`src/rtl/cdsc_params.svh`:
```
// Functional notes
// With recover_on_interrupt set, an interrupt clears reduction_enable, ratio back to 1:1.
// proc_clock_reduction divides processor clock by 2^code; reset code 011.
// reduction_enable clear forces the peripheral/processor ratio to 1:1.
// fast_rc_postscale divides by 1..64 for 000..110 and by 256 for 111.
// vco_output_divider: 00 /2, 01 /4 default, 11 /8, 10 reserved.
// pll_feedback_divisor gives multiplier code plus two; reset code gives 50.
// fast_rc_trim is signed offset, 0.375 percent steps, 100000 lowest.
// The three divider and trim registers reset only on power-on reset.
// Unimplemented bits read zero and ignore writes.
// When permitted, software switches among sources; an unlock sequence guards it.
// Primary submode is fixed by configuration; software cannot change it.
// Switching enabled only when switch_monitor_disable_cfg is zero; one disables monitor too.
// With switching disabled, current_source_status follows initial_source_cfg.
// With switching disabled, switch_request has no effect and reads zero.
// A request to the current source is redundant: clear switch_request, abort.
// Valid switch waits 10 new-source cycles, clears request, copies new to current.
`ifndef CDSC_PARAMS_SVH
`define CDSC_PARAMS_SVH

// ----------------------------------------------------------------------------
// Register map
// ----------------------------------------------------------------------------
`define CDSC_OFF_DIV    8'h00
`define CDSC_OFF_FBD    8'h04
`define CDSC_OFF_TUN    8'h08
`define CDSC_OFF_OSC    8'h0c
`define CDSC_OFF_KEY    8'h10

// ----------------------------------------------------------------------------
// Reset values and keys
// ----------------------------------------------------------------------------
`define CDSC_RST_DOZE   3'h3
`define CDSC_RST_POST   2'h1
`define CDSC_RST_FBD    9'h030
`define CDSC_KEY1       8'h46
`define CDSC_KEY2       8'h57
`define CDSC_RESP_OK    2'h0
`define CDSC_RESP_ERR   2'h2

// ----------------------------------------------------------------------------
// Timing
// ----------------------------------------------------------------------------
`define CDSC_SRC_CYCLES 4'ha
`define CDSC_CFG_SETTLE 2'h2

`endif

```
`src/rtl/cdsc_pkg.sv`:
```
package cdsc_pkg;

  typedef enum logic [1:0] {
    CDSC_SW_IDLE = 2'b01,
    CDSC_SW_WAIT = 2'b10
  } cdsc_sw_state_t;

  typedef struct packed {
    logic [7:0]     s1;
    logic [7:0]     s2;
    logic [7:0]     s3;
    cdsc_sw_state_t st;
    logic [2:0]     sel;
    logic [3:0]     cnt;
    logic           done;
  } cdsc_sw_regs_t;

  typedef struct packed {
    logic [5:0]  cfg_s1;
    logic [5:0]  cfg_s2;
    logic [1:0]  ld_cnt;
    logic        loaded;
    logic [1:0]  submode;
    logic        recover_on_interrupt;
    logic [2:0]  doze;
    logic        reduction_enable;
    logic [2:0]  fast_rc_postscale;
    logic [1:0]  vco_output_divider;
    logic [4:0]  pll_input_prescale;
    logic [8:0]  pll_feedback_divisor;
    logic [5:0]  fast_rc_trim;
    logic [2:0]  new_source_select;
    logic [2:0]  current_source_status;
    logic        switch_request;
    logic        chk;
    logic        sw_start;
    logic [1:0]  unlock;
    logic        aw_full;
    logic [7:0]  awaddr;
    logic        w_full;
    logic [15:0] wdata;
    logic [1:0]  wstrb;
    logic        awready;
    logic        wready;
    logic        bvalid;
    logic [1:0]  bresp;
    logic        arready;
    logic        rvalid;
    logic [1:0]  rresp;
    logic [15:0] rdata;
    logic [2:0]  doze_ratio;
    logic [3:0]  frc_shift;
    logic [1:0]  vco_shift;
    logic [9:0]  pll_mult;
    logic        mon_en;
  } cdsc_regs_t;

endpackage

```
`src/rtl/cdsc_switch.sv`:
```
`timescale 1ns/1ps
`include "cdsc_params.svh"

module cdsc_switch
  import cdsc_pkg::*;
(
  input  wire logic       clk_i,
  input  wire logic       srst_i,
  input  wire logic       ce_i,
  input  wire logic       start_i,
  input  wire logic [2:0] sel_i,
  input  wire logic [7:0] src_clk_i,
  output logic            done_o
);

  cdsc_sw_regs_t r;
  cdsc_sw_regs_t next_r;
  logic          rise;

  // --------------------------------------------------------------------------
  // Source clocks are sampled twice, then edge detected on the third stage.
  // --------------------------------------------------------------------------
  always_comb begin
    next_r      = r;
    next_r.s1   = src_clk_i;
    next_r.s2   = r.s1;
    next_r.s3   = r.s2;
    next_r.done = 1'b0;
    rise        = r.s2[r.sel] & ~r.s3[r.sel];
    case (r.st)
      CDSC_SW_IDLE: begin
        if (start_i) begin
          next_r.sel = sel_i;
          next_r.cnt = 4'h0;
          next_r.st  = CDSC_SW_WAIT;
        end
      end
      CDSC_SW_WAIT: begin
        if (rise) begin
          next_r.cnt = r.cnt + 4'h1;
          if (r.cnt == `CDSC_SRC_CYCLES - 4'h1) begin
            next_r.done = 1'b1;
            next_r.st   = CDSC_SW_IDLE;
          end
        end
      end
      default: begin
        next_r.st = CDSC_SW_IDLE;
      end
    endcase
  end

  always_ff @(posedge clk_i) begin
    if (srst_i) begin
      r    <= '0;
      r.st <= CDSC_SW_IDLE;
    end else if (ce_i) begin
      r <= next_r;
    end
  end

  assign done_o = r.done;

endmodule

```
`src/rtl/cdsc_top.sv`:
```
`timescale 1ns/1ps
`include "cdsc_params.svh"

module cdsc_top
  import cdsc_pkg::*;
(
  input  wire logic        CLK_I,
  input  wire logic        SRST_I,
  input  wire logic        CE_I,
  input  wire logic        IRQ_I,
  input  wire logic        SWITCH_MONITOR_DISABLE_CFG_I,
  input  wire logic [2:0]  INITIAL_SOURCE_CFG_I,
  input  wire logic [1:0]  PRIMARY_SUBMODE_CFG_I,
  input  wire logic [7:0]  SRC_CLK_I,
  input  wire logic [7:0]  S_AXI_AWADDR,
  input  wire logic        S_AXI_AWVALID,
  output logic             S_AXI_AWREADY,
  input  wire logic [31:0] S_AXI_WDATA,
  input  wire logic [3:0]  S_AXI_WSTRB,
  input  wire logic        S_AXI_WVALID,
  output logic             S_AXI_WREADY,
  output logic [1:0]       S_AXI_BRESP,
  output logic             S_AXI_BVALID,
  input  wire logic        S_AXI_BREADY,
  input  wire logic [7:0]  S_AXI_ARADDR,
  input  wire logic        S_AXI_ARVALID,
  output logic             S_AXI_ARREADY,
  output logic [31:0]      S_AXI_RDATA,
  output logic [1:0]       S_AXI_RRESP,
  output logic             S_AXI_RVALID,
  input  wire logic        S_AXI_RREADY,
  output logic [2:0]       DOZE_RATIO_O,
  output logic [3:0]       FRC_DIV_SHIFT_O,
  output logic [1:0]       VCO_DIV_SHIFT_O,
  output logic [4:0]       PLL_INPUT_PRESCALE_O,
  output logic [9:0]       PLL_MULT_O,
  output logic [5:0]       FRC_TRIM_O,
  output logic [2:0]       SYS_SOURCE_O,
  output logic [1:0]       PRIMARY_SUBMODE_O,
  output logic             MONITOR_EN_O,
  output logic             SWITCH_BUSY_O
);

  cdsc_regs_t  r;
  cdsc_regs_t  next_r;
  logic        sw_done;
  logic        sw_en;
  logic        do_wr;
  logic [15:0] wd;
  logic [15:0] rd;
  logic        rd_err;

  // --------------------------------------------------------------------------
  // Waits for the selected new source to run before the switch completes.
  // --------------------------------------------------------------------------
  cdsc_switch u_switch (
    .clk_i     (CLK_I),
    .srst_i    (SRST_I),
    .ce_i      (CE_I),
    .start_i   (r.sw_start),
    .sel_i     (r.new_source_select),
    .src_clk_i (SRC_CLK_I),
    .done_o    (sw_done)
  );

  // --------------------------------------------------------------------------
  // Next-state logic.
  // --------------------------------------------------------------------------
  always_comb begin
    next_r          = r;
    next_r.cfg_s1   = {PRIMARY_SUBMODE_CFG_I, INITIAL_SOURCE_CFG_I,
                       SWITCH_MONITOR_DISABLE_CFG_I};
    next_r.cfg_s2   = r.cfg_s1;
    next_r.sw_start = 1'b0;
    sw_en           = r.loaded & ~r.cfg_s2[0];
    wd              = r.wdata;
    rd              = 16'h0000;
    rd_err          = 1'b0;

    // Configuration is taken once the pin synchronisers have settled.
    if (!r.loaded) begin
      next_r.ld_cnt = r.ld_cnt + 2'h1;
      if (r.ld_cnt == `CDSC_CFG_SETTLE) begin
        next_r.loaded  = 1'b1;
        next_r.submode = r.cfg_s2[5:4];
        next_r.current_source_status    = r.cfg_s2[3:1];
        next_r.new_source_select    = r.cfg_s2[3:1];
      end
    end

    // Write channel capture; address and data may come in either order.
    if (S_AXI_AWVALID && r.awready) begin
      next_r.aw_full = 1'b1;
      next_r.awaddr  = S_AXI_AWADDR;
    end
    if (S_AXI_WVALID && r.wready) begin
      next_r.w_full = 1'b1;
      next_r.wdata  = S_AXI_WDATA[15:0];
      next_r.wstrb  = S_AXI_WSTRB[1:0];
    end
    if (r.bvalid && S_AXI_BREADY) begin
      next_r.bvalid = 1'b0;
    end

    do_wr = r.aw_full & r.w_full & ~r.bvalid;
    if (do_wr) begin
      next_r.aw_full = 1'b0;
      next_r.w_full  = 1'b0;
      next_r.bvalid  = 1'b1;
      next_r.bresp   = `CDSC_RESP_OK;
      next_r.unlock  = 2'h0;
      case (r.awaddr)
        `CDSC_OFF_DIV: begin
          if (r.wstrb[1]) begin
            next_r.recover_on_interrupt    = wd[15];
            next_r.doze   = wd[14:12];
            next_r.reduction_enable  = wd[11];
            next_r.fast_rc_postscale = wd[10:8];
          end
          if (r.wstrb[0]) begin
            next_r.vco_output_divider = wd[7:6];
            next_r.pll_input_prescale  = wd[4:0];
          end
        end
        `CDSC_OFF_FBD: begin
          if (r.wstrb[1]) begin
            next_r.pll_feedback_divisor[8] = wd[8];
          end
          if (r.wstrb[0]) begin
            next_r.pll_feedback_divisor[7:0] = wd[7:0];
          end
        end
        `CDSC_OFF_TUN: begin
          if (r.wstrb[0]) begin
            next_r.fast_rc_trim = wd[5:0];
          end
        end
        `CDSC_OFF_OSC: begin
          if (r.unlock == 2'h2 && sw_en && !r.switch_request) begin
            if (r.wstrb[1]) begin
              next_r.new_source_select = wd[10:8];
            end
            if (r.wstrb[0] && wd[0]) begin
              next_r.switch_request = 1'b1;
              next_r.chk   = 1'b1;
            end
          end
        end
        `CDSC_OFF_KEY: begin
          if (r.wstrb[0] && wd[7:0] == `CDSC_KEY1) begin
            next_r.unlock = 2'h1;
          end else if (r.wstrb[0] && r.unlock == 2'h1 && wd[7:0] == `CDSC_KEY2) begin
            next_r.unlock = 2'h2;
          end
        end
        default: begin
          next_r.bresp = `CDSC_RESP_ERR;
        end
      endcase
    end

    // Switch sequence.
    if (r.chk) begin
      next_r.chk = 1'b0;
      if (r.new_source_select == r.current_source_status) begin
        next_r.switch_request = 1'b0;
      end else begin
        next_r.sw_start = 1'b1;
      end
    end
    if (sw_done) begin
      next_r.switch_request = 1'b0;
      next_r.current_source_status  = r.new_source_select;
    end
    if (r.loaded && !sw_en) begin
      next_r.switch_request    = 1'b0;
      next_r.chk      = 1'b0;
      next_r.sw_start = 1'b0;
      next_r.current_source_status     = r.cfg_s2[3:1];
    end

    // An interrupt wins over a software write in the same cycle.
    if (IRQ_I && r.recover_on_interrupt) begin
      next_r.reduction_enable = 1'b0;
    end

    // Read channel.
    case (S_AXI_ARADDR)
      `CDSC_OFF_DIV: rd = {r.recover_on_interrupt, r.doze, r.reduction_enable, r.fast_rc_postscale, r.vco_output_divider, 1'b0, r.pll_input_prescale};
      `CDSC_OFF_FBD: rd = {7'h00, r.pll_feedback_divisor};
      `CDSC_OFF_TUN: rd = {10'h000, r.fast_rc_trim};
      `CDSC_OFF_OSC: rd = {1'b0, r.current_source_status, 1'b0, r.new_source_select, 7'h00, r.switch_request};
      `CDSC_OFF_KEY: rd = {14'h0000, r.unlock};
      default:       rd_err = 1'b1;
    endcase
    if (r.rvalid && S_AXI_RREADY) begin
      next_r.rvalid = 1'b0;
    end
    if (S_AXI_ARVALID && r.arready) begin
      next_r.rvalid = 1'b1;
      next_r.rdata  = rd;
      next_r.rresp  = rd_err ? `CDSC_RESP_ERR : `CDSC_RESP_OK;
    end

    next_r.awready = ~next_r.aw_full & ~next_r.bvalid;
    next_r.wready  = ~next_r.w_full & ~next_r.bvalid;
    next_r.arready = ~next_r.rvalid;

    // Registered clock-control outputs.
    next_r.doze_ratio = next_r.reduction_enable ? next_r.doze : 3'h0;
    next_r.frc_shift  = (next_r.fast_rc_postscale == 3'h7) ? 4'h8 : {1'b0, next_r.fast_rc_postscale};
    case (next_r.vco_output_divider)
      2'h0:    next_r.vco_shift = 2'h1;
      2'h3:    next_r.vco_shift = 2'h3;
      default: next_r.vco_shift = 2'h2;
    endcase
    next_r.pll_mult = {1'b0, next_r.pll_feedback_divisor} + 10'h002;
    next_r.mon_en   = next_r.loaded & ~next_r.cfg_s2[0];
  end

  // --------------------------------------------------------------------------
  // State register; SRST_I is the power-on reset.
  // --------------------------------------------------------------------------
  always_ff @(posedge CLK_I) begin
    if (SRST_I) begin
      r            <= '0;
      r.doze       <= `CDSC_RST_DOZE;
      r.vco_output_divider    <= `CDSC_RST_POST;
      r.pll_feedback_divisor     <= `CDSC_RST_FBD;
      r.vco_shift  <= 2'h2;
      r.pll_mult   <= {1'b0, `CDSC_RST_FBD} + 10'h002;
    end else if (CE_I) begin
      r <= next_r;
    end
  end

  assign S_AXI_AWREADY        = r.awready;
  assign S_AXI_WREADY         = r.wready;
  assign S_AXI_BVALID         = r.bvalid;
  assign S_AXI_BRESP          = r.bresp;
  assign S_AXI_ARREADY        = r.arready;
  assign S_AXI_RVALID         = r.rvalid;
  assign S_AXI_RRESP          = r.rresp;
  assign S_AXI_RDATA          = {16'h0000, r.rdata};
  assign DOZE_RATIO_O         = r.doze_ratio;
  assign FRC_DIV_SHIFT_O      = r.frc_shift;
  assign VCO_DIV_SHIFT_O      = r.vco_shift;
  assign PLL_INPUT_PRESCALE_O = r.pll_input_prescale;
  assign PLL_MULT_O           = r.pll_mult;
  assign FRC_TRIM_O           = r.fast_rc_trim;
  assign SYS_SOURCE_O         = r.current_source_status;
  assign PRIMARY_SUBMODE_O    = r.submode;
  assign MONITOR_EN_O         = r.mon_en;
  assign SWITCH_BUSY_O        = r.switch_request;

endmodule
```
`config.mk`:
```
export PLATFORM = sky130hd
export DESIGN_NAME = cdsc_top
export DESIGN_NICKNAME = d
export VERILOG_FILES = /design/src/rtl/cdsc_pkg.sv /design/src/rtl/cdsc_switch.sv /design/src/rtl/cdsc_top.sv
export VERILOG_INCLUDE_DIRS = /design/src /design/src/rtl
export SDC_FILE = /design/constraint.sdc
export NUM_CORES = 1
export LEC_CHECK = 0
export BUFFER_PORTS_ARGS = -buffer_cell sky130_fd_sc_hd__buf_2
export CORE_ASPECT_RATIO = 1.75
export CORE_UTILIZATION = 30
export DETAILED_ROUTE_END_ITERATION = 6
export GPL_TIMING_DRIVEN = 0
export SKIP_LAST_GASP = 1
export SYNTH_ARGS = -nofsm -noshare
export SYNTH_HDL_FRONTEND = slang
export SYNTH_SLANG_ARGS = --single-unit
```
`constraint.sdc`:
```
create_clock -name CLK_I -period 4.15 [get_ports CLK_I]
set_input_delay 0.2075 -clock CLK_I [delete_from_list [all_inputs] [get_ports CLK_I]]
set_output_delay 0.2075 -clock CLK_I [all_outputs]
set_load 0.01 [all_outputs]
```
==> metrics.md, run 1 <==
| Metric | Value |
|---|---|
| Outcome | `completed` |
| Netlist area before placement | `7548 um^2` |
| Uppermost signal routing layer after detailed routing | `met4` |
| Number of synthesized register bits | `162` |
| Latest clock arrival within the worst-skew pair | `440 ps` |
| Synth Instances | `869` |
| Bufs on Longest Clock Path | `2` |
| Count of endpoints failing hold in the final timing report | `0` |
| Max-capacitance violation count | `0` |
| Fraction of layout cells with a size suffix above 1 | `23.03%` |
| Length of routed wiring on met1 | `8688 um` |
| Detailed-route via count | `6682` |
| DP Worst Slack | `721.8 ps` |
| Headroom to the max-slew limit | `between 20% and 30%` |
| Sw frac | `27.20%` |
| Pwr per Cell Area | `roughly 380 nW/um^2` |
| HPWL reported at the end of detailed placement | `18490 um` |
| Main combinational cell family by area after synthesis | `simple AND/OR/NAND/NOR gates` |
| Cell Int Power | `about 2.6 mW` |
| Required arrival time at the worst endpoint | `roughly 4500 ps` |
| Fraction of the mapped netlist area in compound gates | `12.91%` |
| Cell-by-cell listing of the critical path | `or4_1 -> buf_2 -> nor4_2 -> buf_2 -> mux2_2 -> ha_1 -> and4_1 -> nand2_1 -> xor2_1 -> and2_1 -> o32ai_1` |
| Min-delay worst type | `in -> reg` |
| Crit share post-route | `between 80% and 90%` |
| Arrival time of the worst setup path | `3790 ps` |
| Gr ovfl total | `0` |
| Via density per instance | `4.935` |
| Root Buffer | `sky130_fd_sc_hd__clkbuf_16` |
| Die Footprint | `about 26000 um^2` |
| Global router's overall resource usage | `19.05%` |
| Slew Limit Fails | `0` |
| Post-CTS sizing | `0` |
| Die Span Y | `211.8 um` |
| Crit. End Element | `register` |
| Overall power of the completed layout | `3.521 mW` |
| Peak ir drop on the vdd network | `0.2744 mV` |
| Synth warn | `0` |
| Worst Skew | `9.989 ps` |
| Power dissipated by switching net loads | `0.9576 mW` |
| Clock-pin slew on the worst setup and hold paths | `70 ps` |
| Met3 Routed Length | `1017 um` |
| Pin count of the biggest net entering global routing | `18` |
| Antenna diodes | `0` |
| Total Routed Length | `23890 um` |
| Syn avg cell area | `just under 9 um^2` |
| Post-synthesis share of cell area spent on xor and xnor gates | `1.276%` |
| Count of clock tree sinks | `162` |
| Proportion of power drawn by the clock network | `between 40 and 50%` |
| Fmax | `290.5 MHz` |
| Starting utilization of the core area | `a little under a third` |
| Remaining antenna violation count | `0` |
| DRT iter0 DRCs | `between 300 and 400` |
| FFs w/ async S/R, synth | `0%` |
| Area fraction in and, or, nand and nor cells after synthesis | `20.55%` |
| RSZ-0062 raised after global routing | `no` |
| Smallest setup slack after layout | `708.1 ps` |
| Critical Path Slowest Stage Cell | `sky130_fd_sc_hd__or4_1` |
| Time the final worst path needs with I/O delays and setup | `about 3400 ps` |
| H-tree Lvls | `4` |
| Antenna violations before repair | `0` |
| CTS tree | `done` |
| Placement row count | `76` |
| Die X | `121.9 um` |
| Pleak | `3.845 nW` |
| Core area | `between 20000 and 25000 um^2` |
| Share of the yosys chip area belonging to registers | `42.96%` |
| Maximum net fanout on the critical path | `10` |
| Adder and majority cell fraction of the synthesized area | `0.8288%` |
| Wirelength per Cell | `between 15 and 20 um` |
| DR pass1 iterations | `5` |
| Reg power frac | `46.2%` |
| Worst Tran Pin Value | `around 1100 ps` |
| Number of buffers added by the clock tree synthesis step | `17` |
| Most used DFF post-synth | `sky130_fd_sc_hd__dfxtp_1` |
| Final weighted congestion in routability-driven placement | `approximately 0.91` |
| Post-CTS Setup Inserts | `0` |
| Number of port buffers | `116` |
| Buffering stage count on the worst path with inverters included | `2` |
| Number of global-route vias before repair | `6481` |
| Critical setup path kind | `reg -> reg` |
| Relative contribution of combinational cells to total power | `8.1%` |
| Critical Path Source Type | `register` |
| Setup-failing EPs final | `0` |
| First-pass GRT wire length | `roughly 36000 um` |
| Number of nets in the layout | `1109` |
| Peak per-stage delay on the critical path | `between 500 and 600 ps` |
| Yosys cell types | `60` |
| Number of synthesized flops with an enable pin | `0` |
| Post-detailed-route DRC marker count | `0` |
| Layout-stage area growth over the synthesis result | `22.53%` |
| Number of top-level pins | `~150` |
| Utilization of the core after routing | `37.55%` |
| Setup Total Neg Slack | `0 ps` |
| Amount of wire on met2 after detailed routing | `12660 um` |
| Top cell family by delay on the critical path | `simple AND/OR/NAND/NOR gates` |
| Cell repeated most along the worst path | `sky130_fd_sc_hd__buf_2` |
| Portion of netlist area occupied by mux cells | `10.91%` |
==> power by group through the flow <==
stage                     Sequential (mW)  Combinational (mW)  Clock [mW]
after detailed placement             1.66               0.280           0
after global routing                 1.63               0.315        1.68
final                                1.63               0.285        1.61
after floorplan                      1.65               0.177           0
after CTS                            1.63               0.287        1.63
after global placement               1.66               0.278           0
==> what timing repair did <==
action,4_1_cts,5_1_grt
hold endpoints to repair,8,0
hold buffers,8,0
endpoints found under the setup margin,0,0
==> registers in the layout, indices dropped and copies added (netlist names), 4 cells and up <==
register	cells
S_AXI_RDATA	16
PLL_MULT_O	9
u_switch.r	17
PLL_INPUT_PRESCALE_O	5
u_switch.next_r	16
next_r	6
FRC_TRIM_O	6
wd	16
FRC_DIV_SHIFT_O	4
r	47
==> per-layer routing <==
| metal | track usage [%] | up-vias |
|---|---|---|
| met4 | 13.92 | 0 |
| li1 | - | 3274 |
| met1 | 18.60 | 3120 |
| met5 | 0 | - |
| met3 | 3.394 | 71 |
| met2 | 35.11 | 217 |
==> cells in the mapped netlist (4+ instances only) <==
cell / n / area share [%]
sky130_fd_sc_hd__nand3_1: 23 / 1.5
sky130_fd_sc_hd__inv_1: 14 / 0.70
sky130_fd_sc_hd__buf_1: 6 / 0.30
sky130_fd_sc_hd__a22o_1: 5 / 0.58
sky130_fd_sc_hd__xnor2_1: 8 / 0.93
sky130_fd_sc_hd__or3_1: 7 / 0.58
sky130_fd_sc_hd__a31oi_1: 6 / 0.50
sky130_fd_sc_hd__clkbuf_1: 40 / 2.0
sky130_fd_sc_hd__and3_1: 10 / 0.83
sky130_fd_sc_hd__nand2b_1: 7 / 0.58
sky130_fd_sc_hd__nand4_1: 6 / 0.50
sky130_fd_sc_hd__buf_2: 4 / 0.27
sky130_fd_sc_hd__nor4_1: 6 / 0.50
sky130_fd_sc_hd__a22oi_1: 15 / 1.5
sky130_fd_sc_hd__mux2i_1: 71 / 9.4
sky130_fd_sc_hd__nor2_1: 111 / 5.5
sky130_fd_sc_hd__mux2_2: 4 / 0.60
sky130_fd_sc_hd__a21oi_1: 54 / 3.6
sky130_fd_sc_hd__nand3b_1: 9 / 0.90
sky130_fd_sc_hd__o21a_1: 4 / 0.40
sky130_fd_sc_hd__dfxtp_1: 162 / 43
sky130_fd_sc_hd__o21ai_0: 15 / 0.99
sky130_fd_sc_hd__a211o_1: 6 / 0.70
sky130_fd_sc_hd__a211oi_1: 12 / 1.2
sky130_fd_sc_hd__buf_4: 71 / 7.1
sky130_fd_sc_hd__ha_1: 5 / 0.83
sky130_fd_sc_hd__nand2_1: 100 / 5.0
sky130_fd_sc_hd__nor2b_1: 12 / 0.99
sky130_fd_sc_hd__nor3_1: 10 / 0.66
sky130_fd_sc_hd__o211ai_1: 5 / 0.50
sky130_fd_sc_hd__or4_1: 7 / 0.70
sky130_fd_sc_hd__o32ai_1: 5 / 0.58
==> cell type report <==
type | count | area [um^2]
tap | 312 | 390.4
clock inverter | 15 | 160.2
sequential | 162 | 3243
fill | 2519 | 15380
buffer | 122 | 737.0
timing repair buffer | 124 | 660.6
clock buffer | 17 | 425.4
inverter | 15 | 56.30
multi-input combinational | 587 | 3576
==> tightest hold or removal path: stages <==
cell	delay (ps)
sky130_fd_sc_hd__buf_2	100
sky130_fd_sc_hd__nand2_1	50
sky130_fd_sc_hd__a21oi_1	50
==> metrics by stage <==
stage | instances | instance area, um^2 | hold WS [ps]
3_5_place_dp | 1314 | 8583 | 452.2
3_3_place_gp | 1314 | 8583 | 442.1
2_1_floorplan | 886 | 7612 | 343.5
5_1_grt | 1354 | 9249 | 3.560
6_report | 1354 | 9249 | 8.990
4_1_cts | 1354 | 9249 | 1.617
==> cell families after synthesis <==
group                      after synthesis
and+or+nand+nor                        327
DFF                                    162
AOI/OAI and AO/OA                      148
buffers and inverters                  137
muxes                                   78
xor gates and xnor gates                11
adders and majority gates                5
other                                    1
==> placed cells by master, fill, tap and decap left out, drive strengths merged, types with 4 or more instances in the layout <==
cell type,n
mux2,4
o21ai,15
inv,25
dlygate4sd3,8
or3,7
nor3,10
a211oi,12
a31oi,6
o21a,4
a22o,5
o32ai,5
mux2i,71
nor2b,12
and3,10
o211ai,5
buf,198
conb,18
nand2b,7
nand3,23
dfxtp,162
nor2,111
clkbuf,57
nand3b,9
nand4,6
nand2,100
a211o,6
xnor2,8
or4,7
a22oi,15
ha,5
nor4,9
a21oi,54
==> final timing paths <==
| kind | slack (ps) | to | cells past startpoint | startpoint |
|---|---|---|---|---|
| max | 710 | PLL_MULT_O[7] | 11 | r[69] |
| min | 9 | wd[10] | 3 | S_AXI_WDATA[10] |
| max reg2reg | 710 | PLL_MULT_O[7] | 11 | r[69] |
| min reg2reg | 460 | PLL_MULT_O[1] | 2 | PLL_MULT_O[1] |
(Power assumes the default switching activity.)
==> run 2, diff against run 1 <==
--- a/config.mk
+++ b/config.mk
@@ -6,6 +6,7 @@
 export SDC_FILE = /design/constraint.sdc
 export NUM_CORES = 1
 export LEC_CHECK = 0
+export ABC_AREA = 1
 export BUFFER_PORTS_ARGS = -buffer_cell sky130_fd_sc_hd__buf_2
 export CORE_ASPECT_RATIO = 1.75
 export CORE_UTILIZATION = 30
==> constraint.sdc (replaced) <==
create_clock -name CLK_I -period 3.6 [get_ports CLK_I]
set_input_delay 0.18 -clock CLK_I [delete_from_list [all_inputs] [get_ports CLK_I]]
set_output_delay 0.18 -clock CLK_I [all_outputs]
set_load 0.01 [all_outputs]
==> run 2 against run 1 <==
Effect of this change: worst hold slack improved by 16 ps; clock skew barely moved; clock-buffer cell count is the same; critical path depth decreased by 3; sequential share of layout area shrank 0.69 points; design area up 2.0%; die area rose by 1.6%; clock power grew 12%; sequential cell count stayed put; largest cell class unchanged; largest power group unchanged.
==> metrics.md, run 2 <==
| Metric | Value |
|---|---|
| Outcome | `completed` |
| HPWL reported at the end of detailed placement | `19760 um (+6.9%)` |
| RSZ-0062 raised after global routing | `no` |
| Library cell with the largest summed area after synthesis | `sky130_fd_sc_hd__dfxtp_1` |
| Die Footprint | `26240 um^2 (+1.6%)` |
| Slew Limit Fails | `0 (unchanged)` |
| Power dissipated by switching net loads | `1.104 mW (+15%)` |
| Footprint of the multi-input gates | `3357 um^2 (-6.1%)` |
| Total Routed Length | `24920 um (+4.3%)` |
| Final cell count without fillers | `1532 (+13%)` |
| Crit. End Element | `register` |
| Bufs on Longest Clock Path | `2 (unchanged)` |
| Reg power frac | `46.3% (about the same)` |
| Layout-stage area growth over the synthesis result | `23.02%` |
| DR pass1 iterations | `5 (unchanged)` |
| Via density per instance | `4.777 (-3.2%)` |
| Clock-pin slew on the worst setup and hold paths | `60 ps (about the same)` |
| Fraction of layout cells with a size suffix above 1 | `21.71% (-1.3 points)` |
| Setup Total Neg Slack | `0 ps (unchanged)` |
| CTS tree | `done` |
| Antenna diodes | `0 (unchanged)` |
| Share of the synthesized area in the top cell type | `42.28% (-0.68 points)` |
| Required arrival time at the worst endpoint | `3900 ps (-590 ps)` |
| FILL cells | `2690 (+6.8%)` |
| Number of flip-flops under the largest register name | `47 (unchanged)` |
| Peak per-stage delay on the critical path | `520 ps (about the same)` |
| Pleak | `4.123 nW (+7.2%)` |
| Worst Skew | `10.06 ps (+0.07012 ps)` |
| Syn avg cell area | `7.389 um^2 (-15%)` |
| Critical setup path kind | `reg -> reg` |
| Most used DFF post-synth | `sky130_fd_sc_hd__dfxtp_1` |
| Final weighted congestion in routability-driven placement | `0.9139 (+0.86%)` |
| Relative contribution of combinational cells to total power | `10.0% (+1.9 points)` |
| Number of nets in the layout | `1284 (+16%)` |
| Most flops, register | `r` |
| Top cells by instance count after synthesis | `162 x sky130_fd_sc_hd__dfxtp_1, 134 x sky130_fd_sc_hd__nand2_1, 125 x sky130_fd_sc_hd__o21ai_0` |
| Count of clock tree sinks | `162 (unchanged)` |
| Global router's overall resource usage | `19.66% (+0.60 points)` |
| Post-CTS sizing | `0 (unchanged)` |
| Worst Tran Pin Value | `761.8 ps (-299.1 ps)` |
| Number of synthesized register bits | `162 (unchanged)` |
| Cell Int Power | `3.038 mW (+19%)` |
| Arrival time of the worst setup path | `2260 ps (-1530 ps)` |
| Largest registers in the final layout | `r x47, u_switch.r x17` |
| Utilization of the core after routing | `37.52% (about the same)` |
| Sw frac | `26.64% (-0.55 points)` |
| Peak ir drop on the vdd network | `0.3461 mV (+26%)` |
| Pwr per Cell Area | `439.0 nW/um^2 (+15%)` |
| Cell-by-cell listing of the critical path | `inv_1 -> nand3_4 -> inv_1 -> nand4_1 -> nor3b_1 -> nand2_1 -> nand3_1 -> a21oi_1` |
| Headroom to the max-slew limit | `49.21% (+21 points)` |
| Gr ovfl total | `0 (unchanged)` |
| Most instantiated library cell after synthesis | `sky130_fd_sc_hd__dfxtp_1` |
| Pin count of the biggest net entering global routing | `17 (-1)` |
| Max-capacitance violation count | `0 (unchanged)` |
| Critical Path Slowest Stage Cell | `sky130_fd_sc_hd__nor3b_1` |
| Post-detailed-route DRC marker count | `0 (unchanged)` |
| Number of synthesized flops with an enable pin | `0 (unchanged)` |
| Latest clock arrival within the worst-skew pair | `440 ps (about the same)` |
| Root Buffer | `sky130_fd_sc_hd__clkbuf_16` |
| Maximum net fanout on the critical path | `6 (-4)` |
| Number of buffers added by the clock tree synthesis step | `17 (unchanged)` |
| Starting utilization of the core area | `30.50% (-0.15 points)` |
| Netlist area before placement | `7670 um^2 (+1.6%)` |
| Share of the yosys chip area belonging to registers | `42.28% (-0.68 points)` |
| Top post-synthesis cells by area | `sky130_fd_sc_hd__dfxtp_1 42%, sky130_fd_sc_hd__o21ai_0 8.2%, sky130_fd_sc_hd__a21oi_1 7.2%` |
| Top library cells by usage in the layout, fill and taps aside | `162 x sky130_fd_sc_hd__dfxtp_1, 134 x sky130_fd_sc_hd__nand2_1, 127 x sky130_fd_sc_hd__buf_2, 125 x sky130_fd_sc_hd__o21ai_0, 114 x sky130_fd_sc_hd__nor2_1` |
| Min-delay worst type | `in -> reg` |
| Core area | `25150 um^2 (+2.1%)` |
| Wirelength per Cell | `16.27 um (-7.8%)` |
| Die Span Y | `213.5 um (+0.79%)` |
| Placement row count | `77 (+1.3%)` |
| Antenna violations before repair | `0 (unchanged)` |
| DRT iter0 DRCs | `359 (+2.6%)` |
| Crit share post-route | `54.60% (-28 points)` |
| Yosys cell types | `44 (-27%)` |
| Number of global-route vias before repair | `7076 (+9.2%)` |
| Most frequent standard cell in the layout excluding fill and tap cells | `sky130_fd_sc_hd__dfxtp_1` |
| Top cell family by delay on the critical path | `simple AND/OR/NAND/NOR gates` |
| Register cell area after layout | `3243 um^2 (unchanged)` |
| Number of port buffers | `115 (-0.86%)` |
| Count of endpoints failing hold in the final timing report | `0 (unchanged)` |
| First-pass GRT wire length | `37730 um (+5.1%)` |
| Fmax | `508.8 MHz (+75%)` |
| Remaining antenna violation count | `0 (unchanged)` |
| Buffering stage count on the worst path with inverters included | `2 (unchanged)` |
| Synth Instances | `1038 (+19%)` |
| DP Cell Count | `1486 (+13%)` |
| Synth warn | `0 (unchanged)` |
| H-tree Lvls | `4 (unchanged)` |
| Proportion of power drawn by the clock network | `43.7% (-2.0 points)` |
| Critical Path Source Type | `register` |
| Time the final worst path needs with I/O delays and setup | `1965 ps (-1476 ps)` |
| Setup-failing EPs final | `0 (unchanged)` |
| Detailed-route via count | `7318 (+9.5%)` |
| FFs w/ async S/R, synth | `0% (unchanged)` |
| Number of top-level pins | `153 (unchanged)` |
| Die X | `122.9 um (+0.79%)` |
| Cell repeated most along the worst path | `sky130_fd_sc_hd__inv_1` |
==> run 2: final timing paths <==
kind / from / end / slack, ps / depth (start not counted)
worst max-delay path: S_AXI_BVALID / r[81] / 1630 / 8
worst min register to register: wd[12] / wd[12] / 450 / 2
worst max register to register: S_AXI_BVALID / r[81] / 1630 / 8
worst min-delay path: S_AXI_WDATA[2] / wd[2] / 20 / 3
==> run 2: kinds of logic after synthesis <==
logic type | count (synthesis) | share of synthesized area, %
AO/OA/AOI/OAI | 279 | 19.59
XOR/XNOR | 5 | 0.5709
adder cells (fa/ha/maj) | 5 | 0.8157
buffers and inverters | 225 | 14.78
flip-flops | 162 | 42.28
other | 1 | 0.04889
AND/OR/NAND/NOR | 361 | 21.91
==> run 2: area by class of cell <==
class / instances / area share, %
timing repair buffer: 130 / 7.691
buffer: 118 / 7.758
inverter: 107 / 4.257
tap: 316 / 4.190
sequential: 162 / 34.37
clock buffer: 17 / 4.509
clock inverter: 14 / 1.644
multi-input combinational: 668 / 35.58
==> run 2: worst min-delay path, stage by stage <==
cell and delay (ps):
sky130_fd_sc_hd__buf_2 70, sky130_fd_sc_hd__o21ai_0 70, sky130_fd_sc_hd__a21oi_1 110
==> run 2: power groups by stage <==
stage | sequential, mW | combinational (mW) | clock (mW)
after detailed placement | 1.96 | 0.403 | 0
after global placement | 1.95 | 0.399 | 0
after CTS | 1.92 | 0.417 | 1.83
final | 1.92 | 0.416 | 1.81
after global routing | 1.92 | 0.460 | 1.89
after floorplan | 1.94 | 0.260 | 0
==> run 2: per-layer routing <==
metal	share of wire [%]	track usage (%)	vias up
li1	-	-	3661
met1	36	18.97	3349
met2	54	36.90	229
met3	4.2	3.138	79
met4	6.2	14.34	0
met5	0	0	-
==> run 2: through the flow <==
step | hold slack [ps] | total power, mW | worst slack [ps] | cell area, um^2
floorplan | 314.9 | 2.196 | 1891 | 7734
global placement | 403.7 | 2.353 | 1644 | 8705
detailed placement | 406.9 | 2.358 | 1647 | 8705
CTS | 12.99 | 4.167 | 1648 | 9435
global route | 28.51 | 4.273 | 1500 | 9435
finish | 24.54 | 4.142 | 1635 | 9435
==> run 2: repair_timing <==
action	in CTS	in global routing
hold endpoints to repair	15	0
hold buffers	15	0
buffers inserted	0	0
endpoints found under the setup margin	0	0
==> run 3, diff against run 2 <==
==> constraint.sdc (replaced) <==
create_clock -name CLK_I -period 1.6 [get_ports CLK_I]
set_input_delay 0.08 -clock CLK_I [delete_from_list [all_inputs] [get_ports CLK_I]]
set_output_delay 0.08 -clock CLK_I [all_outputs]
set_load 0.01 [all_outputs]
==> run 3 against run 2 <==
Effect of this change: non-clock buffer count grew 47; sequential power is 130% higher; clock skew barely moved; the flow now finishes with violations (design-rule violations, negative setup slack); die area unchanged; clock power grew 130%; largest cell class unchanged; worst setup slack worse by 1800 ps; routed wire length grew 4.4%; critical path type unchanged; fmax increased by 11%; largest power group unchanged; via count grew 2.9%; power rose by 130%.
==> metrics.md, run 3 (synthesis gave the netlist of run 2 again) <==
| Metric | Value |
|---|---|
| Outcome | `finished, violations left` |
| Violations in the final reports | `design-rule violations, negative setup slack` |
| Time the final worst path needs with I/O delays and setup | `1772 ps (-193.4 ps)` |
| Top library cells by usage in the layout, fill and taps aside | `152 x sky130_fd_sc_hd__dfxtp_1, 126 x sky130_fd_sc_hd__buf_2, 123 x sky130_fd_sc_hd__nand2_1, 120 x sky130_fd_sc_hd__o21ai_0` |
| First-pass GRT wire length | `39120 um (+3.7%)` |
| Clock-pin slew on the worst setup and hold paths | `60 ps (about the same)` |
| Proportion of power drawn by the clock network | `43.7% (about the same)` |
| Pin count of the biggest net entering global routing | `17 (unchanged)` |
| Remaining antenna violation count | `0 (unchanged)` |
| Bufs on Longest Clock Path | `2 (unchanged)` |
| Start point of the critical path | `r[66]` |
| CTS tree | `done` |
| Smallest setup slack after layout | `-172.0 ps (-1807 ps)` |
| Number of flip-flops under the largest register name | `47 (unchanged)` |
| Cell-by-cell listing of the critical path | `inv_4 -> buf_4 -> nand3_1 -> nor2_2 -> nand3_2 -> buf_6 -> nand2_1 -> o21ai_2 -> and2_1 -> nand2_1 -> a21oi_2` |
| Post-detailed-route DRC marker count | `2 (+2)` |
| Number of buffers added by the clock tree synthesis step | `17 (unchanged)` |
| Number of nets in the layout | `1332 (+3.7%)` |
| Reg2Reg Setup Slack | `-170 ps (-1810 ps)` |
| Critical register-to-register path endpoint | `FRC_DIV_SHIFT_O[2]` |
| Power dissipated by switching net loads | `2.435 mW (+120%)` |
| Most flops, register | `r` |
| Wirelength per Cell | `16.48 um (+1.3%)` |
| Fmax | `564.3 MHz (+11%)` |
| Crit share post-route | `110.8% (+56 points)` |
| Peak ir drop on the vdd network | `0.7471 mV (+120%)` |
| Number of port buffers | `115 (unchanged)` |
| Detailed-route via count | `7531 (+2.9%)` |
| Termination of the worst setup path | `FRC_DIV_SHIFT_O[2]` |
| Pwr per Cell Area | `943.1 nW/um^2 (+110%)` |
| DR pass1 iterations | `7 (+2)` |
| Headroom to the max-slew limit | `46.07% (-3.1 points)` |
| DP Cell Count | `1486 (unchanged)` |
| Die Span Y | `213.5 um (unchanged)` |
| Required arrival time at the worst endpoint | `1910 ps (-1990 ps)` |
| Maximum net fanout on the critical path | `10 (+4)` |
| Peak per-stage delay on the critical path | `330 ps (-190 ps)` |
| Pleak | `4.413 nW (+7.0%)` |
| Critical Path Slowest Stage Cell | `sky130_fd_sc_hd__dfxtp_2` |
| Cell repeated most along the worst path | `sky130_fd_sc_hd__nand2_1` |
| Layout-stage area growth over the synthesis result | `32.15%` |
| DRT iter0 DRCs | `332 (-7.5%)` |
| Root Buffer | `sky130_fd_sc_hd__clkbuf_16` |
| Number of global-route vias before repair | `7263 (+2.6%)` |
| Global router's overall resource usage | `20.54% (+0.88 points)` |
| Setup-failing EPs final | `34 (+34)` |
| Die Footprint | `26240 um^2 (unchanged)` |
| Crit. End Element | `register` |
| Largest registers in the final layout | `r x47, u_switch.r x17` |
| Cell area reported after detailed placement | `8721 um^2 (+0.19%)` |
| Gr ovfl total | `0 (unchanged)` |
| Critical Path Source Type | `register` |
| Fraction of layout cells with a size suffix above 1 | `25.97% (+4.3 points)` |
| Core area | `25150 um^2 (unchanged)` |
| HPWL reported at the end of detailed placement | `19950 um (+0.95%)` |
| Final weighted congestion in routability-driven placement | `0.9006 (-1.5%)` |
| Count of endpoints failing hold in the final timing report | `0 (unchanged)` |
| Most frequent standard cell in the layout excluding fill and tap cells | `sky130_fd_sc_hd__dfxtp_1` |
| Final instance area | `10140 um^2 (+7.4%)` |
| Max-capacitance violation count | `0 (unchanged)` |
| Top cell family by delay on the critical path | `simple AND/OR/NAND/NOR gates` |
| Count of clock tree sinks | `162 (unchanged)` |
| Reg power frac | `45.2% (-1.1 points)` |
| RSZ-0062 raised after global routing | `yes` |
| Critical setup path kind | `reg -> reg` |
| Worst Skew | `10.27 ps (+0.2067 ps)` |
| Die X | `122.9 um (unchanged)` |
| Worst R2R Start | `r[66]` |
| Final Hold Slack | `19.16 ps (-5.382 ps)` |
| Number of top-level pins | `153 (unchanged)` |
| Worst Tran Pin Value | `809.0 ps (+47.17 ps)` |
| Antenna violations before repair | `0 (unchanged)` |
| Slew Limit Fails | `0 (unchanged)` |
| Latest clock arrival within the worst-skew pair | `450 ps (about the same)` |
| Buffering stage count on the worst path with inverters included | `3 (+1)` |
| Setup Total Neg Slack | `-2542 ps (-2542 ps)` |
| Min-delay worst type | `in -> reg` |
| Final cell count without fillers | `1579 (+3.1%)` |
| Utilization of the core after routing | `40.31% (+2.8 points)` |
| Total Routed Length | `26020 um (+4.4%)` |
| Arrival time of the worst setup path | `2080 ps (-180 ps)` |
| Worst reg2reg path depth | `11 (+3)` |
| Starting utilization of the core area | `30.50% (unchanged)` |
| Via density per instance | `4.769 (-0.15%)` |
| Sw frac | `25.48% (-1.2 points)` |
| Placement row count | `77 (unchanged)` |
| Relative contribution of combinational cells to total power | `11.1% (+1.1 points)` |
| Antenna diodes | `0 (unchanged)` |
| Stages on the worst setup path | `11 (+3)` |
| H-tree Lvls | `4 (unchanged)` |
| Cell Int Power | `7.124 mW (+130%)` |
## run 3: changes by cell type in the layout (fill, tap and decap cells not counted), sizes merged, moves of 3 or more
cell and change:
inv -3, clkbuf +3, buf +19, clkinvlp -3, dlygate4sd3 +28
## run 3: final cells by class
cell class	count	area [um^2]
inverter	107	404.1
multi-input combinational	669	3566
sequential	162	3258
clock inverter	10	133.9
clock buffer	20	456.7
timing repair buffer	177	1181
tap	316	395.4
buffer	118	740.7
fill	2635	15010
## run 3: worst reg2reg max path, delay by kind of cell (launching register included)
kind	cells	cell delay [ps]
AO/OA/AOI/OAI	2	130
buffers and inverters	3	360
flip-flops	1	330
AND/OR/NAND/NOR	6	810
## run 3: power groups by stage
stage	registers (mW)	logic (mW)	clock network [mW]
after floorplan	4.36	0.587	0
after global placement	4.40	0.901	0
after detailed placement	4.40	0.910	0
after CTS	4.31	1.04	4.23
after global routing	4.33	1.17	4.38
final	4.32	1.06	4.18
## run 3: worst min path at each step
stage | start | to | slack (ps) | cells after the start
after floorplan | SWITCH_MONITOR_DISABLE_CFG_I | next_r[119] | 210 | 2
after global placement | PRIMARY_SUBMODE_CFG_I[0] | next_r[123] | 310 | 3
after detailed placement | SRC_CLK_I[0] | u_switch.next_r[18] | 310 | 3
after CTS | IRQ_I | r[109] | 10 | 4
after global routing | IRQ_I | r[109] | 30 | 4
final | IRQ_I | r[109] | 20 | 4
## run 3: timing repair
action,CTS,global route
endpoints found under the hold margin,43,0
hold buffers,43,0
setup endpoints to repair,45,54
resized for setup,37,30
pin swaps,17,16
buffers inserted,14,4
gates cloned,1,1
## run 3: metrics by stage
| step | setup slack [ps] | total power, mW |
|---|---|---|
| finish | -172.0 | 9.559 |
| global route | -273.6 | 9.890 |
| CTS | -126.4 | 9.588 |
| detailed placement | -391.4 | 5.311 |
| global placement | -398.7 | 5.299 |
| floorplan | -96.57 | 4.946 |
## run 3: layer usage
metal  GRT usage [%]  part of all wire (%)  vias to the layer above  routed length [um]
li1                -                     -                     3763                   -
met1           19.06                    35                     3453                9027
met2           38.45                    53                      224               13820
met3           3.936                   4.7                       91                1227
met4           16.11                   7.5                        0                1950
met5               0                     0                        -                   0
